## config.mk

```make
export PLATFORM = sky130hd
export DESIGN_NAME = dat_core
export DESIGN_NICKNAME = d
export VERILOG_FILES = /design/src/dat_pkg.sv /design/src/dat_core.sv
export VERILOG_INCLUDE_DIRS = /design/src
export SDC_FILE = /design/constraint.sdc
export NUM_CORES = 2
export LEC_CHECK = 0
export BUFFER_PORTS_ARGS = -buffer_cell sky130_fd_sc_hd__buf_2
export CORE_ASPECT_RATIO = 2
export CORE_MARGIN = 5
export CORE_UTILIZATION = 57
export DETAILED_ROUTE_END_ITERATION = 6
export GPL_ROUTABILITY_DRIVEN = 1
export HOLD_SLACK_MARGIN = 0.06
export PLACE_DENSITY = 0.77
export SYNTH_ARGS = -nofsm -noshare
export SYNTH_HDL_FRONTEND = slang
export SYNTH_SLANG_ARGS = --single-unit
```

## constraint.sdc

```tcl
create_clock -name mclk_in -period 3.35 [get_ports mclk_in]
set_input_delay 0.335 -clock mclk_in [delete_from_list [all_inputs] [get_ports mclk_in]]
set_output_delay 0.335 -clock mclk_in [all_outputs]
set_load 0.01 [all_outputs]
```

## src/dat_regs.svh

```systemverilog
// Offsets, reset values, masks and field positions of the active-timing view
`ifndef DAT_REGS_SVH
`define DAT_REGS_SVH

// --------
// Register offsets (byte addresses)
// --------
`define DAT_OFF_RANK_MAP     16'h11F8
`define DAT_OFF_SCRUB        16'h11FC
`define DAT_OFF_REFI         16'h1200
`define DAT_OFF_RFC          16'h1204
`define DAT_OFF_MRR          16'h1208
`define DAT_OFF_MRW          16'h120C
`define DAT_OFF_RDPDEN       16'h1210
`define DAT_OFF_RCD          16'h1218
`define DAT_OFF_RAS          16'h121C

// --------
// Reset values
// --------
`define DAT_RST_RANK_MAP     32'h76543210
`define DAT_RST_SCRUB        32'h00001F00
`define DAT_RST_REFI         32'h00090100
`define DAT_RST_RFC          32'h00008C23
`define DAT_RST_MRR          32'h00000002
`define DAT_RST_MRW          32'h0000000C
`define DAT_RST_RDPDEN       32'h0000000A
`define DAT_RST_RCD          32'h00000005
`define DAT_RST_RAS          32'h0000000E
`define DAT_RD_IDLE          32'h00000000

// --------
// Writable-field masks
// --------
`define DAT_MSK_SCRUB        32'h00007F07
`define DAT_MSK_REFI         32'h000007FF
`define DAT_MSK_RFC          32'h0FFFFFFF
`define DAT_MSK_MRR          32'h0000007F
`define DAT_MSK_MRW          32'h0000007F
`define DAT_MSK_RDPDEN       32'h0000007F
`define DAT_MSK_RCD          32'h0000001F
`define DAT_MSK_RAS          32'h0000003F

// --------
// Field positions
// --------
`define DAT_MAP_FIELD_W      4
`define DAT_MAP_MASK_BIT     3
`define DAT_MAP_TGT_W        3
`define DAT_F_SCRUB_LIMIT    14:8
`define DAT_F_SCRUB_PRESC    2:0
`define DAT_F_RFC_AB         9:0
`define DAT_F_RFC_FG         19:10
`define DAT_F_RFC_CS         27:20
`define DAT_F_MRR            6:0
`define DAT_F_MRW            6:0
`define DAT_F_RDPDEN         6:0
`define DAT_F_RCD            4:0
`define DAT_F_RAS            5:0

`endif

```

## src/dat_pkg.sv

```systemverilog
// Types shared by the active-timing and rank-map block
package dat_pkg;

    // --------
    // Controller operating states
    // --------
    typedef enum logic [1:0] {
        mode_config,
        mode_low_power,
        state_a,
        mode_ready
    } dat_mode_type;

    // --------
    // Scheduler command kinds
    // --------
    typedef enum logic [3:0] {
        cmd_nop,
        cmd_activate,
        cmd_read,
        cmd_write,
        cmd_precharge,
        cmd_refresh_all,
        cmd_refresh_fine,
        cmd_mode_read,
        cmd_mode_write,
        cmd_power_down
    } dat_cmd_type;

    // --------
    // Whole state of the block
    // --------
    typedef struct packed {
        logic [31:0]       rank_map;
        logic [31:0]       scrub;
        logic [31:0]       refi;
        logic [31:0]       rfc;
        logic [31:0]       mrr;
        logic [31:0]       mrw;
        logic [31:0]       rdpden;
        logic [31:0]       rcd;
        logic [31:0]       ras;
        logic [7:0][9:0]   rank_lock;
        logic [7:0][6:0]   pd_hold;
        logic [63:0][4:0]  rcd_cnt;
        logic [63:0][5:0]  ras_cnt;
        logic [7:0]        ref_cs_cnt;
        logic [2:0]        last_ref_rank;
        logic              ref_seen;
        logic [6:0]        mrr_cnt;
        logic              mrr_busy;
        logic              mrr_data;
        logic [6:0]        scrub_count;
        logic [2:0]        presc_cnt;
        logic              esc_tick;
        logic [31:0]       rd_data;
        logic              wr_reject;
        logic              resp_valid;
        logic [2:0]        resp_rank;
        logic              resp_abort;
    } dat_state_type;

endpackage

```

## src/dat_core.sv

```systemverilog
// Active timing registers, rank map and command spacing checks
//
// Added by the designer: the strobed register port.
`include "dat_regs.svh"

// Notes on behaviour
// - Masked rank address aborts every transaction
// - Three-bit field remaps each rank address
// - Registers readable always, writes rejected, windowed updates
// - Scrub register updates only in config/low-power
// - Outstanding scrub requests capped by seven-bit limit
// - One escalation prescaler period for all programs
// - All-bank refresh locks rank for recovery delay
// - Fine-grained refresh locks rank for own delay
// - Refreshes to different ranks spaced by delay
// - Mode read locks rank, marks returned data
// - Mode write locks rank for write delay
// - Read holds off power-down for delay
// - Activate to read/write spacing per bank
// - Activate to precharge spacing per bank
// - Activate-to-precharge field is six bits
module dat_core (
    // Clock and reset
    input  wire logic                 mclk_in,
    input  wire logic                 reset_in,
    // Software register port
    input  wire logic [15:0]          reg_addr_in,
    input  wire logic [31:0]          reg_wdata_in,
    input  wire logic                 reg_wr_in,
    input  wire logic                 reg_rd_in,
    output logic      [31:0]          reg_rdata_out,
    output logic                      reg_wr_reject_out,
    // Staged configuration update
    input  wire dat_pkg::dat_mode_type ctrl_mode_in,
    input  wire logic                 stage_valid_in,
    input  wire logic [15:0]          stage_addr_in,
    input  wire logic [31:0]          stage_data_in,
    output logic                      stage_ready_out,
    // Transaction rank lookup
    input  wire logic                 req_valid_in,
    input  wire logic [2:0]           req_rank_in,
    output logic                      resp_valid_out,
    output logic      [2:0]           resp_phys_rank_out,
    output logic                      resp_abort_out,
    // Scheduler command check
    input  wire logic                 cmd_valid_in,
    input  wire dat_pkg::dat_cmd_type cmd_type_in,
    input  wire logic [2:0]           cmd_rank_in,
    input  wire logic [2:0]           cmd_bank_in,
    output logic                      cmd_allowed_out,
    output logic                      mrr_data_out,
    // Scrub engine limits
    input  wire logic                 scrub_req_in,
    input  wire logic                 scrub_done_in,
    output logic                      scrub_grant_out,
    output logic      [6:0]           scrub_outstanding_out,
    output logic                      scrub_esc_tick_out
);

    dat_pkg::dat_state_type st;
    dat_pkg::dat_state_type next_st;

    logic [7:0]      rank_blocked;
    logic [7:0][2:0] rank_target;
    logic [7:0]      rank_free;
    logic            win_all;
    logic            win_scrub;
    logic [5:0]      bank_idx;
    logic            issue;
    logic            scrub_issue;

    // Delay D is met D cycles after issue: load D-1, free at zero
    function automatic logic [9:0] dat_load(input logic [9:0] d);
        dat_load = (d == 10'h000) ? 10'h000 : d - 10'h001;
    endfunction

    // --------
    // Per-rank decode of the rank map and lockout state
    // --------
    for (genvar g = 0; g < 8; g++) begin : g_rank
        assign rank_blocked[g] =
            st.rank_map[g * `DAT_MAP_FIELD_W + `DAT_MAP_MASK_BIT];
        assign rank_target[g]  =
            st.rank_map[g * `DAT_MAP_FIELD_W +: `DAT_MAP_TGT_W];
        assign rank_free[g]    = (st.rank_lock[g] == 10'h000);
    end

    // --------
    // Update windows
    // --------
    assign win_all   = (ctrl_mode_in == dat_pkg::mode_config)
                    || (ctrl_mode_in == dat_pkg::mode_low_power)
                    || (ctrl_mode_in == dat_pkg::state_a);
    assign win_scrub = (ctrl_mode_in == dat_pkg::mode_config)
                    || (ctrl_mode_in == dat_pkg::mode_low_power);
    assign stage_ready_out = (stage_addr_in == `DAT_OFF_SCRUB)
                           ? win_scrub : win_all;

    // --------
    // Command spacing check
    // --------
    assign bank_idx = {cmd_rank_in, cmd_bank_in};

    always_comb begin
        cmd_allowed_out = 1'b0;
        if (cmd_valid_in && rank_free[cmd_rank_in]) begin
            case (cmd_type_in)
                dat_pkg::cmd_read,
                dat_pkg::cmd_write: begin
                    cmd_allowed_out = (st.rcd_cnt[bank_idx] == 5'h00);
                end
                dat_pkg::cmd_precharge: begin
                    cmd_allowed_out = (st.ras_cnt[bank_idx] == 6'h00);
                end
                dat_pkg::cmd_refresh_all,
                dat_pkg::cmd_refresh_fine: begin
                    cmd_allowed_out = !st.ref_seen
                                   || (cmd_rank_in == st.last_ref_rank)
                                   || (st.ref_cs_cnt == 8'h00);
                end
                dat_pkg::cmd_power_down: begin
                    cmd_allowed_out = (st.pd_hold[cmd_rank_in] == 7'h00);
                end
                default: begin
                    cmd_allowed_out = 1'b1;
                end
            endcase
        end
    end

    assign issue       = cmd_valid_in && cmd_allowed_out;
    // A zero limit is unsupported and grants nothing
    assign scrub_grant_out = (st.scrub_count < st.scrub[`DAT_F_SCRUB_LIMIT]);
    assign scrub_issue = scrub_req_in && scrub_grant_out;

    // --------
    // Next-state logic
    // --------
    always_comb begin
        logic [9:0] ld;
        ld = 10'h000;
        next_st = st;
        next_st.rd_data    = `DAT_RD_IDLE;
        next_st.wr_reject  = 1'b0;
        next_st.mrr_data   = 1'b0;
        next_st.esc_tick   = 1'b0;
        next_st.resp_valid = 1'b0;
        next_st.resp_abort = 1'b0;

        // Software reads see the held values; writes never land
        if (reg_rd_in) begin
            if (reg_addr_in == `DAT_OFF_RANK_MAP) begin
                next_st.rd_data = st.rank_map;
            end else if (reg_addr_in == `DAT_OFF_SCRUB) begin
                next_st.rd_data = st.scrub;
            end else if (reg_addr_in == `DAT_OFF_REFI) begin
                next_st.rd_data = st.refi;
            end else if (reg_addr_in == `DAT_OFF_RFC) begin
                next_st.rd_data = st.rfc;
            end else if (reg_addr_in == `DAT_OFF_MRR) begin
                next_st.rd_data = st.mrr;
            end else if (reg_addr_in == `DAT_OFF_MRW) begin
                next_st.rd_data = st.mrw;
            end else if (reg_addr_in == `DAT_OFF_RDPDEN) begin
                next_st.rd_data = st.rdpden;
            end else if (reg_addr_in == `DAT_OFF_RCD) begin
                next_st.rd_data = st.rcd;
            end else if (reg_addr_in == `DAT_OFF_RAS) begin
                next_st.rd_data = st.ras;
            end
        end
        next_st.wr_reject = reg_wr_in;

        // Staged values; reserved bits keep their reset pattern
        if (stage_valid_in && stage_ready_out) begin
            if (stage_addr_in == `DAT_OFF_RANK_MAP) begin
                next_st.rank_map = stage_data_in;
            end else if (stage_addr_in == `DAT_OFF_SCRUB) begin
                next_st.scrub = (stage_data_in & `DAT_MSK_SCRUB)
                              | (`DAT_RST_SCRUB & ~`DAT_MSK_SCRUB);
            end else if (stage_addr_in == `DAT_OFF_REFI) begin
                next_st.refi = (stage_data_in & `DAT_MSK_REFI)
                             | (`DAT_RST_REFI & ~`DAT_MSK_REFI);
            end else if (stage_addr_in == `DAT_OFF_RFC) begin
                next_st.rfc = (stage_data_in & `DAT_MSK_RFC)
                            | (`DAT_RST_RFC & ~`DAT_MSK_RFC);
            end else if (stage_addr_in == `DAT_OFF_MRR) begin
                next_st.mrr = (stage_data_in & `DAT_MSK_MRR)
                            | (`DAT_RST_MRR & ~`DAT_MSK_MRR);
            end else if (stage_addr_in == `DAT_OFF_MRW) begin
                next_st.mrw = (stage_data_in & `DAT_MSK_MRW)
                            | (`DAT_RST_MRW & ~`DAT_MSK_MRW);
            end else if (stage_addr_in == `DAT_OFF_RDPDEN) begin
                next_st.rdpden = (stage_data_in & `DAT_MSK_RDPDEN)
                               | (`DAT_RST_RDPDEN & ~`DAT_MSK_RDPDEN);
            end else if (stage_addr_in == `DAT_OFF_RCD) begin
                next_st.rcd = (stage_data_in & `DAT_MSK_RCD)
                            | (`DAT_RST_RCD & ~`DAT_MSK_RCD);
            end else if (stage_addr_in == `DAT_OFF_RAS) begin
                next_st.ras = (stage_data_in & `DAT_MSK_RAS)
                            | (`DAT_RST_RAS & ~`DAT_MSK_RAS);
            end
        end

        // Rank lookup, one cycle of latency
        next_st.resp_valid = req_valid_in;
        if (req_valid_in) begin
            next_st.resp_rank  = rank_target[req_rank_in];
            next_st.resp_abort = rank_blocked[req_rank_in];
        end

        // Every timer counts controller clock cycles down to zero
        for (int i = 0; i < 8; i++) begin
            if (st.rank_lock[i] != 10'h000) begin
                next_st.rank_lock[i] = st.rank_lock[i] - 10'h001;
            end
            if (st.pd_hold[i] != 7'h00) begin
                next_st.pd_hold[i] = st.pd_hold[i] - 7'h01;
            end
        end
        for (int j = 0; j < 64; j++) begin
            if (st.rcd_cnt[j] != 5'h00) begin
                next_st.rcd_cnt[j] = st.rcd_cnt[j] - 5'h01;
            end
            if (st.ras_cnt[j] != 6'h00) begin
                next_st.ras_cnt[j] = st.ras_cnt[j] - 6'h01;
            end
        end
        if (st.ref_cs_cnt != 8'h00) begin
            next_st.ref_cs_cnt = st.ref_cs_cnt - 8'h01;
        end
        if (st.mrr_busy) begin
            if (st.mrr_cnt == 7'h00) begin
                next_st.mrr_busy = 1'b0;
                next_st.mrr_data = 1'b1;
            end else begin
                next_st.mrr_cnt = st.mrr_cnt - 7'h01;
            end
        end

        // Loads on an issued command override the countdown
        if (issue) begin
            case (cmd_type_in)
                dat_pkg::cmd_activate: begin
                    ld = dat_load({5'h00, st.rcd[`DAT_F_RCD]});
                    next_st.rcd_cnt[bank_idx] = ld[4:0];
                    ld = dat_load({4'h0, st.ras[`DAT_F_RAS]});
                    next_st.ras_cnt[bank_idx] = ld[5:0];
                end
                dat_pkg::cmd_read: begin
                    ld = dat_load({3'h0, st.rdpden[`DAT_F_RDPDEN]});
                    next_st.pd_hold[cmd_rank_in] = ld[6:0];
                end
                dat_pkg::cmd_refresh_all,
                dat_pkg::cmd_refresh_fine: begin
                    if (cmd_type_in == dat_pkg::cmd_refresh_all) begin
                        next_st.rank_lock[cmd_rank_in] =
                            dat_load(st.rfc[`DAT_F_RFC_AB]);
                    end else begin
                        next_st.rank_lock[cmd_rank_in] =
                            dat_load(st.rfc[`DAT_F_RFC_FG]);
                    end
                    // Zero spacing leaves other ranks free next cycle
                    ld = dat_load({2'h0, st.rfc[`DAT_F_RFC_CS]});
                    next_st.ref_cs_cnt    = ld[7:0];
                    next_st.last_ref_rank = cmd_rank_in;
                    next_st.ref_seen      = 1'b1;
                end
                dat_pkg::cmd_mode_read: begin
                    ld = dat_load({3'h0, st.mrr[`DAT_F_MRR]});
                    next_st.rank_lock[cmd_rank_in] = ld;
                    next_st.mrr_cnt  = ld[6:0];
                    next_st.mrr_busy = 1'b1;
                end
                dat_pkg::cmd_mode_write: begin
                    next_st.rank_lock[cmd_rank_in] =
                        dat_load({3'h0, st.mrw[`DAT_F_MRW]});
                end
                default: begin
                end
            endcase
        end

        // Outstanding scrub count; a completion with none open is dropped
        if (scrub_issue && !(scrub_done_in && st.scrub_count != 7'h00)) begin
            next_st.scrub_count = st.scrub_count + 7'h01;
        end else if (!scrub_issue && scrub_done_in
                     && st.scrub_count != 7'h00) begin
            next_st.scrub_count = st.scrub_count - 7'h01;
        end

        // Shared escalation tick every (period + 1) cycles
        if (st.presc_cnt == 3'h0) begin
            next_st.presc_cnt = st.scrub[`DAT_F_SCRUB_PRESC];
            next_st.esc_tick  = 1'b1;
        end else begin
            next_st.presc_cnt = st.presc_cnt - 3'h1;
        end
    end

    // --------
    // State register
    // --------
    always_ff @(posedge mclk_in) begin
        if (reset_in) begin
            st               <= '0;
            st.rank_map      <= `DAT_RST_RANK_MAP;
            st.scrub         <= `DAT_RST_SCRUB;
            st.refi          <= `DAT_RST_REFI;
            st.rfc           <= `DAT_RST_RFC;
            st.mrr           <= `DAT_RST_MRR;
            st.mrw           <= `DAT_RST_MRW;
            st.rdpden        <= `DAT_RST_RDPDEN;
            st.rcd           <= `DAT_RST_RCD;
            st.ras           <= `DAT_RST_RAS;
        end else begin
            st <= next_st;
        end
    end

    // --------
    // Outputs
    // --------
    assign reg_rdata_out         = st.rd_data;
    assign reg_wr_reject_out     = st.wr_reject;
    assign resp_valid_out        = st.resp_valid;
    assign resp_phys_rank_out    = st.resp_rank;
    assign resp_abort_out        = st.resp_abort;
    assign mrr_data_out          = st.mrr_data;
    assign scrub_outstanding_out = st.scrub_count;
    assign scrub_esc_tick_out    = st.esc_tick;

endmodule

```

==> impl_table.tex <==
\begin{tabular}{lr}
\hline
Metric & Value \\
\hline
\multicolumn{2}{l}{\textbf{Clock tree}} \\
Clock edge transition at the registers on the reported setup and hold paths & 70 ps \\
Skew-Pair Late Insertion Delay & 730 ps \\
Sink Count & 1023 \\
Number of H-tree levels & 3 \\
Number of CTS-inserted buffers & 92 \\
Clock root buffer & clkbuf\_16 \\
CTS tree & built \\
Clock buffer depth & 3 \\
\multicolumn{2}{l}{\textbf{Timing}} \\
Final Setup Violations & 64 \\
Final critical-path setup slack & -514 ps \\
Final Max Tran Viols & 0 \\
Highest achievable clock rate & 0.259 GHz \\
Setup skew after layout & 40.6 ps \\
Final period util & 1.15 \\
Normalized max-slew margin & 0.176 \\
Setup repair after global routing missed its margin & yes \\
Final hold viol count & 0 \\
Worst-margin pin slew & 1230 ps \\
Post-Route Hold Slack & 165 ps \\
Final min period & 3860 ps \\
\multicolumn{2}{l}{\textbf{Hold path}} \\
Kind of path behind the tightest hold check & in2reg \\
Worst Min Path Start & req\_rank\_in[2] \\
Number of cells on the worst hold path & 3 \\
End of the worst hold path & resp\_abort\_out\$\_SDFF\_PP0\_ \\
\multicolumn{2}{l}{\textbf{Logic synthesis}} \\
Area fraction of the dominant cell type after synthesis & 0.351 \\
Register bit count reported by yosys & 1023 \\
Share of the yosys chip area belonging to registers & 0.351 \\
Main synth FF type & dfxtp\_1 \\
Post-Synthesis Cells & 7445 \\
Mapped cell area & 58300 sq um \\
Library cell occupying the most area in the post-synthesis netlist & dfxtp\_1 \\
Synth async-reset ratio & 0 \\
Top post-synthesis cells by area & dfxtp\_1 35\%, o21ai\_0 7.7\%, xnor2\_1 6.9\%, nand2\_1 6.0\%, ha\_1 5.3\% \\
Mean instance size in the synthesized netlist & 7.83 sq um \\
Unique cell type count in the Yosys netlist & 100 \\
Net Count, Synth & 7813 \\
Count of yosys warnings during synthesis & 0 \\
Count of flip-flops with a built-in enable after synthesis & 0 \\
\multicolumn{2}{l}{\textbf{Global route}} \\
Number of global-route vias before repair & 57200 \\
Global route overflow & 0 \\
Pin count of the biggest net entering global routing & 114 \\
GRT Resource Usage Total & 0.377 \\
Global-route wire length before repair & 325000 um \\
Number of antenna violations at the first check in global routing & 8 \\
\multicolumn{2}{l}{\textbf{Route}} \\
Violation count after the first detailed-route iteration & 5662 \\
Via/cell ratio & 6.39 \\
Overall via count from detail\_route & 58400 \\
Total detailed-routing wirelength & 217000 um \\
Number of nets with antenna violations after routing & 0 \\
Pre-antenna DRT Iters & 7 \\
Routed length per instance & 23.8 um \\
Final routed DRC violation total & 0 \\
\multicolumn{2}{l}{\textbf{Power and ir drop}} \\
Internal power of the cells & 36.2 mW \\
Ratio of total power to cell area & 913 nW/um\^{}2 \\
Part of the power in registers & 0.332 \\
Sw Ratio & 0.416 \\
Peak VDD IR & 0.628 mV \\
Leakage power total & 27.6 nW \\
Clock network power share & 0.185 \\
Total power draw & 62.0 mW \\
Combinational share of power & 0.483 \\
Total net switching power & 25.8 mW \\
\multicolumn{2}{l}{\textbf{Worst setup path}} \\
Arrival time worst endpoint & 3530 ps \\
Worst Path Max Fanout & 4 \\
Critical path launch point type & flip-flop \\
Critical path endpoint category & primary output \\
Classification of the worst setup path & reg2out \\
Worst R2R Path Depth & 16 \\
Required @ worst endpoint & 3010 ps \\
Worst reg2reg path startpoint & st[271]\$\_SDFF\_PP0\_ \\
Destination of the worst register-to-register timing path & st[892]\$\_SDFF\_PP0\_ \\
Reg2Reg Setup Slack & -190 ps \\
\multicolumn{2}{l}{\textbf{Cells and area}} \\
Commonest non-fill, non-tap cells in the layout & 1004 x dfxtp\_1, 926 x nand2\_1, 885 x o21ai\_0 \\
Util after Layout & 0.666 \\
Area growth from synthesis to layout & 16.6\% \\
Post-route cell area & 67900 sq um \\
Fraction of final layout cells sized beyond drive strength 1 & 0.142 \\
Final-layout fill cell count & 8161 \\
Commonest non-fill, non-tap cell in the layout & dfxtp\_1 \\
Count of nets after finishing & 8091 \\
\multicolumn{2}{l}{\textbf{Job}} \\
Max-Cap Viols & 0 \\
\multicolumn{2}{l}{\textbf{Placement}} \\
Cell area after placement & 63500 sq um \\
RD Place Congestion & 1.10 \\
Worst slack at placement & -992 ps \\
HPWL Detailed & 152000 um \\
Port Buffer Count & 137 \\
\multicolumn{2}{l}{\textbf{Floorplanning}} \\
Site Rows & 166 \\
Initial Utilization & 0.572 \\
Die Span X & 236 um \\
Ports & 170 \\
Total die area & 109000 sq um \\
Placeable core area & 102000 sq um \\
Die outline height & 462 um \\
\multicolumn{2}{l}{\textbf{Status}} \\
Violations in the final reports & negative setup slack \\
Result of the run & finished, violations left \\
\hline
\end{tabular}
registers in the layout (all words and copies together), names as in the netlist:
| signal | count |
|---|---|
| rank_target | 24 |
| resp_phys_rank_out | 3 |
| scrub_outstanding_out | 7 |
| reg_wr_reject_out | 1 |
| resp_valid_out | 1 |
| reg_rdata_out | 32 |
| scrub_esc_tick_out | 1 |
| rank_blocked | 8 |
| mrr_data_out | 1 |
| st | 944 |
| resp_abort_out | 1 |
synthesized netlist by cell type, types with 38 or more instances:
cell      number
buf_2         42
a221oi_1      55
nand2_1      933
buf_4         57
xnor2_1      457
and3_1        55
mux2_2        39
o22ai_1       42
nor2_1       573
xor2_1       192
ha_1         247
mux4_2        41
nand4_1      132
clkbuf_1     361
a21oi_1      191
or3_1         57
o21ai_0      893
inv_1        340
nor3_1       531
buf_1         64
mux2i_1      159
nand3_1      401
nor4_1        38
dfxtp_1     1023
stage by stage:
stage / TNS (ps) / instances
4_1_cts: -929 / 9124
2_1_floorplan: 0 / 7445
3_5_place_dp: -134430 / 8918
6_report: -6450 / 9146
5_1_grt: -9120 / 9145
3_3_place_gp: -126210 / 8918
cells by family after synthesis:
family | synth area share
compound gates | 0.149
xor+xnor | 0.0975
fa+ha+maj | 0.0535
buf+inv | 0.0631
flops | 0.351
mux | 0.0509
simple gates | 0.234
power groups by stage:
| stage | combinational (mW) | clock [mW] | sequential, mW |
|---|---|---|---|
| after floorplan | 22.2 | 0 | 19.0 |
| after global placement | 27.5 | 0 | 20.4 |
| after global routing | 33.5 | 12.0 | 20.8 |
| after detailed placement | 28.6 | 0 | 20.5 |
| after CTS | 29.1 | 11.5 | 20.2 |
| final | 30.0 | 11.5 | 20.6 |
metal layers:
metal / track usage / wire length [um] / vias to the layer above
met1: 0.359 / 67500 / 27400
met4: 0.394 / 29700 / 6
met3: 0.0844 / 18400 / 1401
met5: 0 / 35 / -
li1: - / - / 26400
met2: 0.646 / 102000 / 3238
worst max-delay path: stages (launching register included):
cell and delay [ps]:
dfxtp_1 350, mux2_2 300, a221oi_2 300, o22ai_2 160, nor4_4 360, buf_4 180
o221ai_2 110, nor4_4 270, o2111a_1 220, or2_4 160, nand2_4 80, inv_8 90
buf_12 110, buf_6 90
how the worst max path moves through the flow:
stage	from	endpoint	slack, ps	cells after the start
after floorplan	st[1143]$_SDFFE_PP1P_	scrub_outstanding_out[6]$_SDFFE_PP0P_	6	21
after global placement	cmd_bank_in[0]	st[791]$_SDFF_PP0_	-950	16
after detailed placement	cmd_bank_in[0]	st[789]$_SDFF_PP0_	-990	16
after CTS	st[745]$_SDFF_PP0_	cmd_allowed_out	-450	13
after global routing	st[271]$_SDFF_PP0_	cmd_allowed_out	-540	13
final	st[271]$_SDFF_PP0_	cmd_allowed_out	-510	13
what timing repair did:
item | CTS | global route
resized for setup | 31 | 121
buffers inserted | 3 | 13
endpoints found under the setup margin | 153 | 206
pin swaps | 15 | 39
gates cloned | 0 | 4
hold buffers | 38 | 0
hold endpoints to repair | 128 | 0
cell type report:
class,count,area (sq um),share of cell area
Multi-Input combinational cell,5543,34900,0.513
Tap cell,1344,1680,0.0247
Sequential cell,1023,20500,0.302
Clock buffer,125,2670,0.0393
Timing Repair Buffer,718,6380,0.0939
Inverter,345,1310,0.0193
Antenna cell,6,15.0,0.000221
Clock inverter,42,531,0.00781
No activity file was read; power rests on OpenSTA's default activity.
